### config.mk
export PLATFORM = sky130hd
export DESIGN_NAME = io_register_bank
export DESIGN_NICKNAME = d
export VERILOG_FILES = /design/src/rtl/io_map_pkg.sv /design/src/rtl/io_register_bank.sv
export SDC_FILE = /design/constraint.sdc
export NUM_CORES = 1
export LEC_CHECK = 0
export ABC_AREA = 0
export BUFFER_PORTS_ARGS = -buffer_cell sky130_fd_sc_hd__buf_2
export CAP_MARGIN = 40
export CORE_AREA = 2 2 128 130
export CTS_CLUSTER_DIAMETER = 80
export CTS_CLUSTER_SIZE = 12
export DETAILED_ROUTE_END_ITERATION = 6
export DIE_AREA = 0 0 130 132
export PLACE_DENSITY = 0.8
export SYNTH_ARGS = -nofsm -noshare
export SYNTH_HDL_FRONTEND = slang
export SYNTH_SLANG_ARGS = --single-unit
### constraint.sdc
create_clock -name clk -period 2.4 [get_ports clk]
set_clock_uncertainty 0.15 [all_clocks]
set_input_delay 0.36 -clock clk [delete_from_list [all_inputs] [get_ports clk]]
set_output_delay 0.36 -clock clk [all_outputs]
set_load 0.01 [all_outputs]
### src/rtl/io_map_pkg.sv
// constants for the i/o register bank: addresses, field positions, reset values
package io_map_pkg;

   // ****************************************
   // i/o addresses
   // ****************************************
   localparam logic [5:0] converter_control_b_addr = 6'h03;
   localparam logic [5:0] conversion_result_low_addr = 6'h04;
   localparam logic [5:0] conversion_result_high_addr = 6'h05;
   localparam logic [5:0] converter_control_a_addr = 6'h06;
   localparam logic [5:0] converter_input_select_addr = 6'h07;
   localparam logic [5:0] comparator_control_status_addr = 6'h08;
   localparam logic [5:0] serial_iface_status_addr = 6'h0e;
   localparam logic [5:0] serial_iface_control_addr = 6'h0d;
   localparam logic [5:0] general_scratch_byte_1_addr = 6'h12;
   localparam logic [5:0] pin_change_mask_addr = 6'h15;
   localparam logic [5:0] port_pin_inputs_addr = 6'h16;
   localparam logic [5:0] port_direction_addr = 6'h17;
   localparam logic [5:0] port_output_value_addr = 6'h18;
   localparam logic [5:0] clock_prescale_addr = 6'h26;
   localparam logic [5:0] pll_control_status_addr = 6'h27;
   localparam logic [5:0] timer0_compare_b_addr = 6'h28;
   localparam logic [5:0] timer0_compare_a_addr = 6'h29;
   localparam logic [5:0] timer0_control_a_addr = 6'h2a;
   localparam logic [5:0] timer1_compare_b_addr = 6'h2b;
   localparam logic [5:0] general_timer_control_addr = 6'h2c;
   localparam logic [5:0] timer1_compare_c_addr = 6'h2d;
   localparam logic [5:0] stack_pointer_low_addr = 6'h3d;
   localparam logic [5:0] stack_pointer_high_addr = 6'h3e;
   localparam logic [5:0] processor_flags_addr = 6'h3f;
   // last address reachable by single-bit instructions
   localparam logic [5:0] bit_access_top_addr = 6'h1f;

   // ****************************************
   // writable bit masks (reserved bits stay zero)
   // ****************************************
   localparam logic [7:0] port_bits_mask = 8'h3f;
   localparam logic [7:0] stack_high_mask = 8'h01;
   localparam logic [7:0] timer0_control_mask = 8'hf3;
   localparam logic [7:0] pll_write_mask = 8'h86;
   localparam logic [7:0] prescale_write_mask = 8'h8f;
   localparam logic [7:0] comparator_write_mask = 8'hcb;
   localparam logic [7:0] converter_b_mask = 8'he7;
   localparam logic [7:0] converter_a_write_mask = 8'hef;
   localparam logic [7:0] serial_status_cnt_mask = 8'h0f;

   // ****************************************
   // field positions of event flags and live bits
   // ****************************************
   localparam int pll_locked_bit = 0;
   localparam int comparator_output_bit = 5;
   localparam int comparator_irq_flag_bit = 4;
   localparam int converter_irq_flag_bit = 4;
   localparam int start_flag_bit = 7;
   localparam int counter_overflow_flag_bit = 6;
   localparam int stop_flag_bit = 5;
   localparam int data_collision_flag_bit = 4;

   // ****************************************
   // reset values
   // ****************************************
   localparam logic [7:0] byte_reset = 8'h00;

   // bus operations issued by the core
   typedef enum logic [2:0] {
      op_idle,
      op_read,
      op_write,
      op_bit_set,
      op_bit_clear,
      op_bit_test
   } io_op_t;

endpackage : io_map_pkg

### src/rtl/io_register_bank.sv
// i/o register bank with byte and single-bit access from the core
//
// Notes on behaviour
// - bit set/clear only at addresses 0x00..0x1f
// - bit test answers any bit, low range
// - status flags clear on writing one
// - bit ops touch only the addressed bit
// - nine-bit stack pointer, 0x3d low, 0x3e high
// - port value, direction, pins: six bits each
// - pin-change mask six bits at 0x15
// - timer0 control: modes a, b, waveform
// - general timer control field layout at 0x2c
// - pll control: low speed, clock en, lock
// - clock prescale: change enable plus select
// - serial control field layout at 0x0d
// - serial status: four flags, four-bit counter
// - comparator register layout at 0x08
// - converter input select layout at 0x07
// - converter control a layout at 0x06
// - conversion result as high and low bytes
// - converter control b layout at 0x03
`timescale 1ns/1ps
module io_register_bank
   import io_map_pkg::*;
(
   input wire logic clk,
   input wire logic rstn,
   // core access port
   input wire io_map_pkg::io_op_t io_op,
   input wire logic [5:0] io_addr,
   input wire logic [2:0] io_bit,
   input wire logic [7:0] io_wdata,
   output logic [7:0] io_rdata,
   output logic io_bit_value,
   // live inputs from the peripherals
   input wire logic [5:0] port_pins,
   input wire logic pll_lock_in,
   input wire logic comparator_level,
   input wire logic comparator_event,
   input wire logic converter_done,
   input wire logic [9:0] conversion_value,
   input wire logic [3:0] serial_events,
   input wire logic [3:0] serial_count,
   input wire logic serial_count_load,
   // register contents towards the peripherals
   output logic [7:0] processor_flags,
   output logic [8:0] stack_pointer,
   output logic [5:0] port_output_value,
   output logic [5:0] port_direction,
   output logic [5:0] pin_change_mask,
   output logic [7:0] timer0_control_a,
   output logic [7:0] general_timer_control,
   output logic [7:0] pll_control_status,
   output logic [7:0] clock_prescale,
   output logic [7:0] serial_iface_control,
   output logic [7:0] comparator_control_status,
   output logic [7:0] converter_input_select,
   output logic [7:0] converter_control_a,
   output logic [7:0] converter_control_b
);
   import io_map_pkg::*;

   // ****************************************
   // register state
   // ****************************************
   logic [7:0] flags_r;
   logic [7:0] sp_low_r;
   logic [7:0] sp_high_r;
   logic [7:0] port_out_r;
   logic [7:0] port_dir_r;
   logic [7:0] pin_mask_r;
   logic [7:0] pins_r;
   logic [7:0] t0_ctl_r;
   logic [7:0] gtc_r;
   logic [7:0] pll_r;
   logic [7:0] presc_r;
   logic [7:0] ser_ctl_r;
   logic [7:0] ser_stat_r;
   logic [7:0] comp_r;
   logic [7:0] mux_r;
   logic [7:0] adc_a_r;
   logic [7:0] adc_b_r;
   logic [7:0] scratch_r;
   logic [7:0] t0_cmp_a_r;
   logic [7:0] t0_cmp_b_r;
   logic [7:0] t1_cmp_b_r;
   logic [7:0] t1_cmp_c_r;
   logic [7:0] result_hi_r;
   logic [7:0] result_lo_r;
   logic [7:0] rdata_r;
   logic bit_value_r;

   // ****************************************
   // access decode
   // ****************************************
   // a bit op outside the low range is dropped whole
   wire logic low_range = (io_addr <= bit_access_top_addr);
   wire logic bit_op = ((io_op == op_bit_set) || (io_op == op_bit_clear)) && low_range;
   wire logic byte_wr = (io_op == op_write);
   wire logic wr_any = byte_wr || bit_op;
   wire logic [7:0] bit_sel = 8'h01 << io_bit;
   // byte write writes all bits; bit op only the selected one
   wire logic [7:0] wr_en = byte_wr ? 8'hff : (bit_op ? bit_sel : 8'h00);
   wire logic [7:0] bit_fill = (io_op == op_bit_set) ? 8'hff : 8'h00;
   wire logic [7:0] wr_val = byte_wr ? io_wdata : bit_fill;
   // ones written onto flag positions; a bit set on a flag clears it alone
   wire logic [7:0] w1c = wr_en & wr_val;

   // ****************************************
   // read mux
   // ****************************************
   logic [7:0] rd_mux;
   always_comb begin
      case (io_addr)
         processor_flags_addr: rd_mux = flags_r;
         stack_pointer_low_addr: rd_mux = sp_low_r;
         stack_pointer_high_addr: rd_mux = sp_high_r;
         port_output_value_addr: rd_mux = port_out_r;
         port_direction_addr: rd_mux = port_dir_r;
         port_pin_inputs_addr: rd_mux = pins_r;
         pin_change_mask_addr: rd_mux = pin_mask_r;
         timer0_control_a_addr: rd_mux = t0_ctl_r;
         timer0_compare_a_addr: rd_mux = t0_cmp_a_r;
         timer0_compare_b_addr: rd_mux = t0_cmp_b_r;
         timer1_compare_b_addr: rd_mux = t1_cmp_b_r;
         timer1_compare_c_addr: rd_mux = t1_cmp_c_r;
         general_timer_control_addr: rd_mux = gtc_r;
         pll_control_status_addr: rd_mux = pll_r;
         clock_prescale_addr: rd_mux = presc_r;
         serial_iface_control_addr: rd_mux = ser_ctl_r;
         serial_iface_status_addr: rd_mux = ser_stat_r;
         general_scratch_byte_1_addr: rd_mux = scratch_r;
         comparator_control_status_addr: rd_mux = comp_r;
         converter_input_select_addr: rd_mux = mux_r;
         converter_control_a_addr: rd_mux = adc_a_r;
         conversion_result_high_addr: rd_mux = result_hi_r;
         conversion_result_low_addr: rd_mux = result_lo_r;
         converter_control_b_addr: rd_mux = adc_b_r;
         default: rd_mux = byte_reset; // reserved addresses read zero
      endcase
   end

   // bit test reads one bit straight out, low range only
   wire logic bit_test = (io_op == op_bit_test) && low_range;

   // ****************************************
   // write helpers
   // ****************************************
   function automatic logic [7:0] merge(input logic [7:0] old, input logic [7:0] mask);
      merge = ((old & ~wr_en) | (wr_val & wr_en)) & mask;
   endfunction : merge

   wire logic hit_flags = wr_any && (io_addr == processor_flags_addr);
   wire logic hit_spl = wr_any && (io_addr == stack_pointer_low_addr);
   wire logic hit_sph = wr_any && (io_addr == stack_pointer_high_addr);
   wire logic hit_pout = wr_any && (io_addr == port_output_value_addr);
   wire logic hit_pdir = wr_any && (io_addr == port_direction_addr);
   wire logic hit_pmsk = wr_any && (io_addr == pin_change_mask_addr);
   wire logic hit_t0c = wr_any && (io_addr == timer0_control_a_addr);
   wire logic hit_t0a = wr_any && (io_addr == timer0_compare_a_addr);
   wire logic hit_t0b = wr_any && (io_addr == timer0_compare_b_addr);
   wire logic hit_t1b = wr_any && (io_addr == timer1_compare_b_addr);
   wire logic hit_t1c = wr_any && (io_addr == timer1_compare_c_addr);
   wire logic hit_gtc = wr_any && (io_addr == general_timer_control_addr);
   wire logic hit_pll = wr_any && (io_addr == pll_control_status_addr);
   wire logic hit_pre = wr_any && (io_addr == clock_prescale_addr);
   wire logic hit_sctl = wr_any && (io_addr == serial_iface_control_addr);
   wire logic hit_sst = wr_any && (io_addr == serial_iface_status_addr);
   wire logic hit_scr = wr_any && (io_addr == general_scratch_byte_1_addr);
   wire logic hit_cmp = wr_any && (io_addr == comparator_control_status_addr);
   wire logic hit_mux = wr_any && (io_addr == converter_input_select_addr);
   wire logic hit_ada = wr_any && (io_addr == converter_control_a_addr);
   wire logic hit_adb = wr_any && (io_addr == converter_control_b_addr);

   // ****************************************
   // status flags: hardware set wins over software clear
   // ****************************************
   wire logic [7:0] comp_clr = hit_cmp ? w1c : 8'h00;
   wire logic comp_flag_nxt = comparator_event ||
                              (comp_r[comparator_irq_flag_bit] &&
                               !comp_clr[comparator_irq_flag_bit]);
   // written values spelled out: a continuous assign would not wake on the
   // function's own reads of wr_en and wr_val
   wire logic [7:0] comp_wr = (comp_r & ~wr_en) | (wr_val & wr_en);
   wire logic [7:0] comp_nxt = ((hit_cmp ? comp_wr : comp_r) & comparator_write_mask) |
                               ({7'h00, comparator_level} << comparator_output_bit) |
                               ({7'h00, comp_flag_nxt} << comparator_irq_flag_bit);

   wire logic [7:0] ada_clr = hit_ada ? w1c : 8'h00;
   wire logic ada_flag_nxt = converter_done ||
                             (adc_a_r[converter_irq_flag_bit] &&
                              !ada_clr[converter_irq_flag_bit]);
   wire logic [7:0] ada_wr = (adc_a_r & ~wr_en) | (wr_val & wr_en);
   wire logic [7:0] ada_nxt = ((hit_ada ? ada_wr : adc_a_r) & converter_a_write_mask) |
                              ({7'h00, ada_flag_nxt} << converter_irq_flag_bit);

   // serial status: upper nibble write-one-to-clear, counter written or loaded
   wire logic [3:0] ser_clr = hit_sst ? w1c[7:4] : 4'h0;
   wire logic [3:0] ser_flags_nxt = serial_events | (ser_stat_r[7:4] & ~ser_clr);
   wire logic [7:0] ser_wr = ((ser_stat_r & ~wr_en) | (wr_val & wr_en)) & serial_status_cnt_mask;
   wire logic [3:0] ser_cnt_wr = ser_wr[3:0];
   wire logic [3:0] ser_cnt_nxt = serial_count_load ? serial_count :
                                  (hit_sst ? ser_cnt_wr : ser_stat_r[3:0]);

   // pll: lock bit mirrors hardware, not writable
   wire logic [7:0] pll_wr = (pll_r & ~wr_en) | (wr_val & wr_en);
   wire logic [7:0] pll_nxt = ((hit_pll ? pll_wr : pll_r) & pll_write_mask) |
                              ({7'h00, pll_lock_in} << pll_locked_bit);

   // left-adjust chooses how the ten result bits sit in the two bytes
   wire logic [15:0] result_word = mux_r[5] ? {conversion_value, 6'h00}
                                            : {6'h00, conversion_value};

   // ****************************************
   // register update
   // ****************************************
   always_ff @(posedge clk or negedge rstn) begin
      if (!rstn) begin
         flags_r <= byte_reset;
         sp_low_r <= byte_reset;
         sp_high_r <= byte_reset;
         port_out_r <= byte_reset;
         port_dir_r <= byte_reset;
         pin_mask_r <= byte_reset;
         pins_r <= byte_reset;
         t0_ctl_r <= byte_reset;
         t0_cmp_a_r <= byte_reset;
         t0_cmp_b_r <= byte_reset;
         t1_cmp_b_r <= byte_reset;
         t1_cmp_c_r <= byte_reset;
         gtc_r <= byte_reset;
         pll_r <= byte_reset;
         presc_r <= byte_reset;
         ser_ctl_r <= byte_reset;
         ser_stat_r <= byte_reset;
         scratch_r <= byte_reset;
         comp_r <= byte_reset;
         mux_r <= byte_reset;
         adc_a_r <= byte_reset;
         adc_b_r <= byte_reset;
         result_hi_r <= byte_reset;
         result_lo_r <= byte_reset;
         rdata_r <= byte_reset;
         bit_value_r <= 1'b0;
      end else begin
         if (hit_flags) flags_r <= merge(flags_r, 8'hff);
         if (hit_spl) sp_low_r <= merge(sp_low_r, 8'hff);
         if (hit_sph) sp_high_r <= merge(sp_high_r, stack_high_mask);
         if (hit_pout) port_out_r <= merge(port_out_r, port_bits_mask);
         if (hit_pdir) port_dir_r <= merge(port_dir_r, port_bits_mask);
         if (hit_pmsk) pin_mask_r <= merge(pin_mask_r, port_bits_mask);
         pins_r <= {2'b00, port_pins};
         if (hit_t0c) t0_ctl_r <= merge(t0_ctl_r, timer0_control_mask);
         if (hit_t0a) t0_cmp_a_r <= merge(t0_cmp_a_r, 8'hff);
         if (hit_t0b) t0_cmp_b_r <= merge(t0_cmp_b_r, 8'hff);
         if (hit_t1b) t1_cmp_b_r <= merge(t1_cmp_b_r, 8'hff);
         if (hit_t1c) t1_cmp_c_r <= merge(t1_cmp_c_r, 8'hff);
         if (hit_gtc) gtc_r <= merge(gtc_r, 8'hff);
         pll_r <= pll_nxt;
         if (hit_pre) presc_r <= merge(presc_r, prescale_write_mask);
         if (hit_sctl) ser_ctl_r <= merge(ser_ctl_r, 8'hff);
         ser_stat_r <= {ser_flags_nxt, ser_cnt_nxt};
         if (hit_scr) scratch_r <= merge(scratch_r, 8'hff);
         comp_r <= comp_nxt;
         if (hit_mux) mux_r <= merge(mux_r, 8'hff);
         adc_a_r <= ada_nxt;
         if (hit_adb) adc_b_r <= merge(adc_b_r, converter_b_mask);
         if (converter_done) begin
            result_hi_r <= result_word[15:8];
            result_lo_r <= result_word[7:0];
         end
         if (io_op == op_read) rdata_r <= rd_mux;
         if (bit_test) bit_value_r <= rd_mux[io_bit];
      end
   end

   // ****************************************
   // outputs straight from flip-flops
   // ****************************************
   assign io_rdata = rdata_r;
   assign io_bit_value = bit_value_r;
   assign processor_flags = flags_r;
   assign stack_pointer = {sp_high_r[0], sp_low_r};
   assign port_output_value = port_out_r[5:0];
   assign port_direction = port_dir_r[5:0];
   assign pin_change_mask = pin_mask_r[5:0];
   assign timer0_control_a = t0_ctl_r;
   assign general_timer_control = gtc_r;
   assign pll_control_status = pll_r;
   assign clock_prescale = presc_r;
   assign serial_iface_control = ser_ctl_r;
   assign comparator_control_status = comp_r;
   assign converter_input_select = mux_r;
   assign converter_control_a = adc_a_r;
   assign converter_control_b = adc_b_r;

endmodule : io_register_bank

==> impl_metrics.tcl <==
set metrics [dict create \
    status "finished clean" \
    clock-sinks 174 \
    syn_avg_cell_area_um2 9.15 \
    worst-endpoint-required_ns 2.57 \
    antenna_found_initial 1 \
    grt_pass1_vias 8777 \
    setup_viol 0 \
    synth_area_um2 8660 \
    fin_nets 1295 \
    avgRoutedWirePerCell_um 23.7 \
    antenna_left 0 \
    dpl.cell_count 1425 \
    drt-total-wl_um 34900 \
    synthFlopType "dfrtp_1" \
    period_share 0.977 \
    top_usage_layer "met2" \
    powerDensity_nw_per_um2 590 \
    cts_tree "yes" \
    yosys_register_bits 174 \
    seq_area_frac_synth 0.503 \
    path_class "input port to flip-flop" \
    yosys-top-cells-area "dfrtp_1 50%, nand2_1 9.0%, o21ai_0 8.1%, mux2_2 3.8%, mux2i_1 2.4%" \
    cts_max_path_buffers 2 \
    grt_util_met3 0.0909 \
    slowest_delay_ns 0.56 \
    postSynth.asyncResetShare 1.00 \
    path_buf_inv 3 \
    start_kind "input port" \
    yosysWarningCount 0 \
    clkTransAtPathRegs_ns 0.08 \
    ys_types 65 \
    yosys.area.top_type_share 0.503 \
    cts_root_buf "clkbuf_16" \
    grt_max_degree 54 \
    start_util 0.551 \
    gp_congestion 0.984 \
    utilization 0.741 \
    core-area_um2 15700 \
    setup_ws_ns 0.0556 \
    grt_usage 0.418 \
    grt_pass1_wl_um 52800 \
    vias 8953 \
    min_path_type "input port to flip-flop" \
    n_antenna_cell 0 \
    crit_path_end_kind "flip-flop" \
    numCtsBuffers 17 \
    io_buffers 154 \
    htreeDepth 4 \
    arrival_ns 2.51 \
    crit_family "simple AND/OR/NAND/NOR gates" \
    worst_pin_slew_ns 0.686 \
    insertion_delay_ns 0.44 \
    final_cells 1473 \
    synth_top_cell_by_area "dfrtp_1" \
    ir_worst_vdd_mv 0.605 \
    rows 46 \
    drive_above_1_share 0.329 \
    cpMaxStageDelayCell "or4b_1" \
    grtUsageMet2 0.652 \
    dr.pass1.iters 7 \
    die-width_um 130 \
    layout_min_cycle_time_ns 2.34 \
    hpwl_um 26500 \
    hold_viol_final 0 \
    p_leak_nw 5.61 \
    die_area_um2 17200 \
    worst-path-max-fanout 7 \
    groute.layer.met1.usage 0.564 \
    overflow 0 \
    io_pins 167 \
    maxSlewViolCount 0 \
    cap_violations 0 \
    drt_iter0_markers 871 \
    area_growth_pct 34.4 \
    synthCells 946 \
    synth_edf_count 0 \
    cts_setup_buffers 0 \
    path_cells "buf_2 > buf_12 > buf_4 > nor2b_1 > a22o_1 > a32oi_2 > nand4_1 > or4b_1 > a21oi_1 > o31ai_1" \
    die_h_um 132 \
    drt-vias-per-instance 6.08 \
    fin_area_um2 11600 \
    dpl_worst_slack_ns -0.497 \
    drc 0 \
    dpl_cell_area_um2 10800 \
    fmax_ghz 0.427 \
    slew_headroom 0.537 \
]
## through the flow
stage	setup TNS, ns	total power [W]	hold slack [ns]
after floorplan	0	0.00354	-0.0856
after global placement	-3.11	0.00400	0.196
after detailed placement	-3.35	0.00401	0.196
after CTS	0	0.00685	0.00397
after global routing	-0.00467	0.00707	0.00997
final	0	0.00687	0.00970
## final timing paths
path                                startpoint                          to  slack (ns)  cells past startpoint
setup / recovery                    io_addr[0]                io_bit_value        0.06                     10
hold / removal             conversion_value[9]              result_hi_r[7]        0.01                      3
setup reg to reg                     flip-flop                 io_rdata[7]        0.11                      7
hold reg to reg                      flip-flop                   flip-flop        0.33                      2
max in group asynchronous                 rstn  asynchronous set/reset pin        1.13                      3
min in group asynchronous                 rstn  asynchronous set/reset pin        0.29                      2
## placed cells by master (no fill, tap or decap), drive strengths merged, types with 20 or more instances in the layout
cell and instances:
and3 21, nand3 30, inv 20, mux2i 21, mux2 29, buf 328
o21ai 148, nand2 208, dfrtp 174, nor2 43
## Yosys cell counts (all sizes together), types with 7 or more instances
master,count
a22oi,16
nand3,30
clkbuf,39
nor3,8
a22o,7
nor2b,7
dfrtp,174
and3,21
nand3b,14
buf,37
o21ai,148
nand2,208
inv,13
nor2,43
and2,9
mux2i,21
a21oi,17
mux2,29
nand2b,9
a21o,7
nand4,16
## cell type report
cell class	count	area [um2]
clock buffer	18	439
clock inverter	14	170
fill	1155	4070
inverter	13	48.8
multi-input combinational	694	3980
sequential	174	4350
tap	216	270
timing repair buffer	344	2370
## cell families (layout without fill, tap and decap cells)
| logic type | count (synthesis) | in the layout | share of synthesized area |
|---|---|---|---|
| and+or+nand+nor | 401 | 401 | 0.227 |
| other | 1 | 12 | 0.000433 |
| AOI/OAI and AO/OA | 231 | 231 | 0.159 |
| DFF | 174 | 174 | 0.503 |
| buffers and inverters | 89 | 389 | 0.0494 |
| muxes | 50 | 50 | 0.0620 |
## timing repair
| action | 4_1_cts | 5_1_grt |
|---|---|---|
| hold buffers | 16 | 0 |
| endpoints found under the hold margin | 64 | 0 |
| pin swaps | 0 | 3 |
| setup endpoints to repair | 1 | 3 |
| resized for setup | 3 | 10 |
## layer usage
layer,vias up,wire [um],part of all wire
met5,-,0,0
met4,0,1610,0.046
met3,106,3180,0.091
met2,588,16200,0.46
met1,4348,14000,0.40
li1,3911,-,-
## where the power goes
part,internal (W),leakage (nW),switching [W]
Sequential,0.00305,2.32,0.000109
Clock,0.00152,0.296,0.00134
Combinational,0.000346,2.99,0.000505
## worst min-delay path, cell delays in order
cell and delay (ns):
buf_2 0.09, nand3_1 0.06, o21ai_0 0.06
Power figures use the tool's default switching activity.
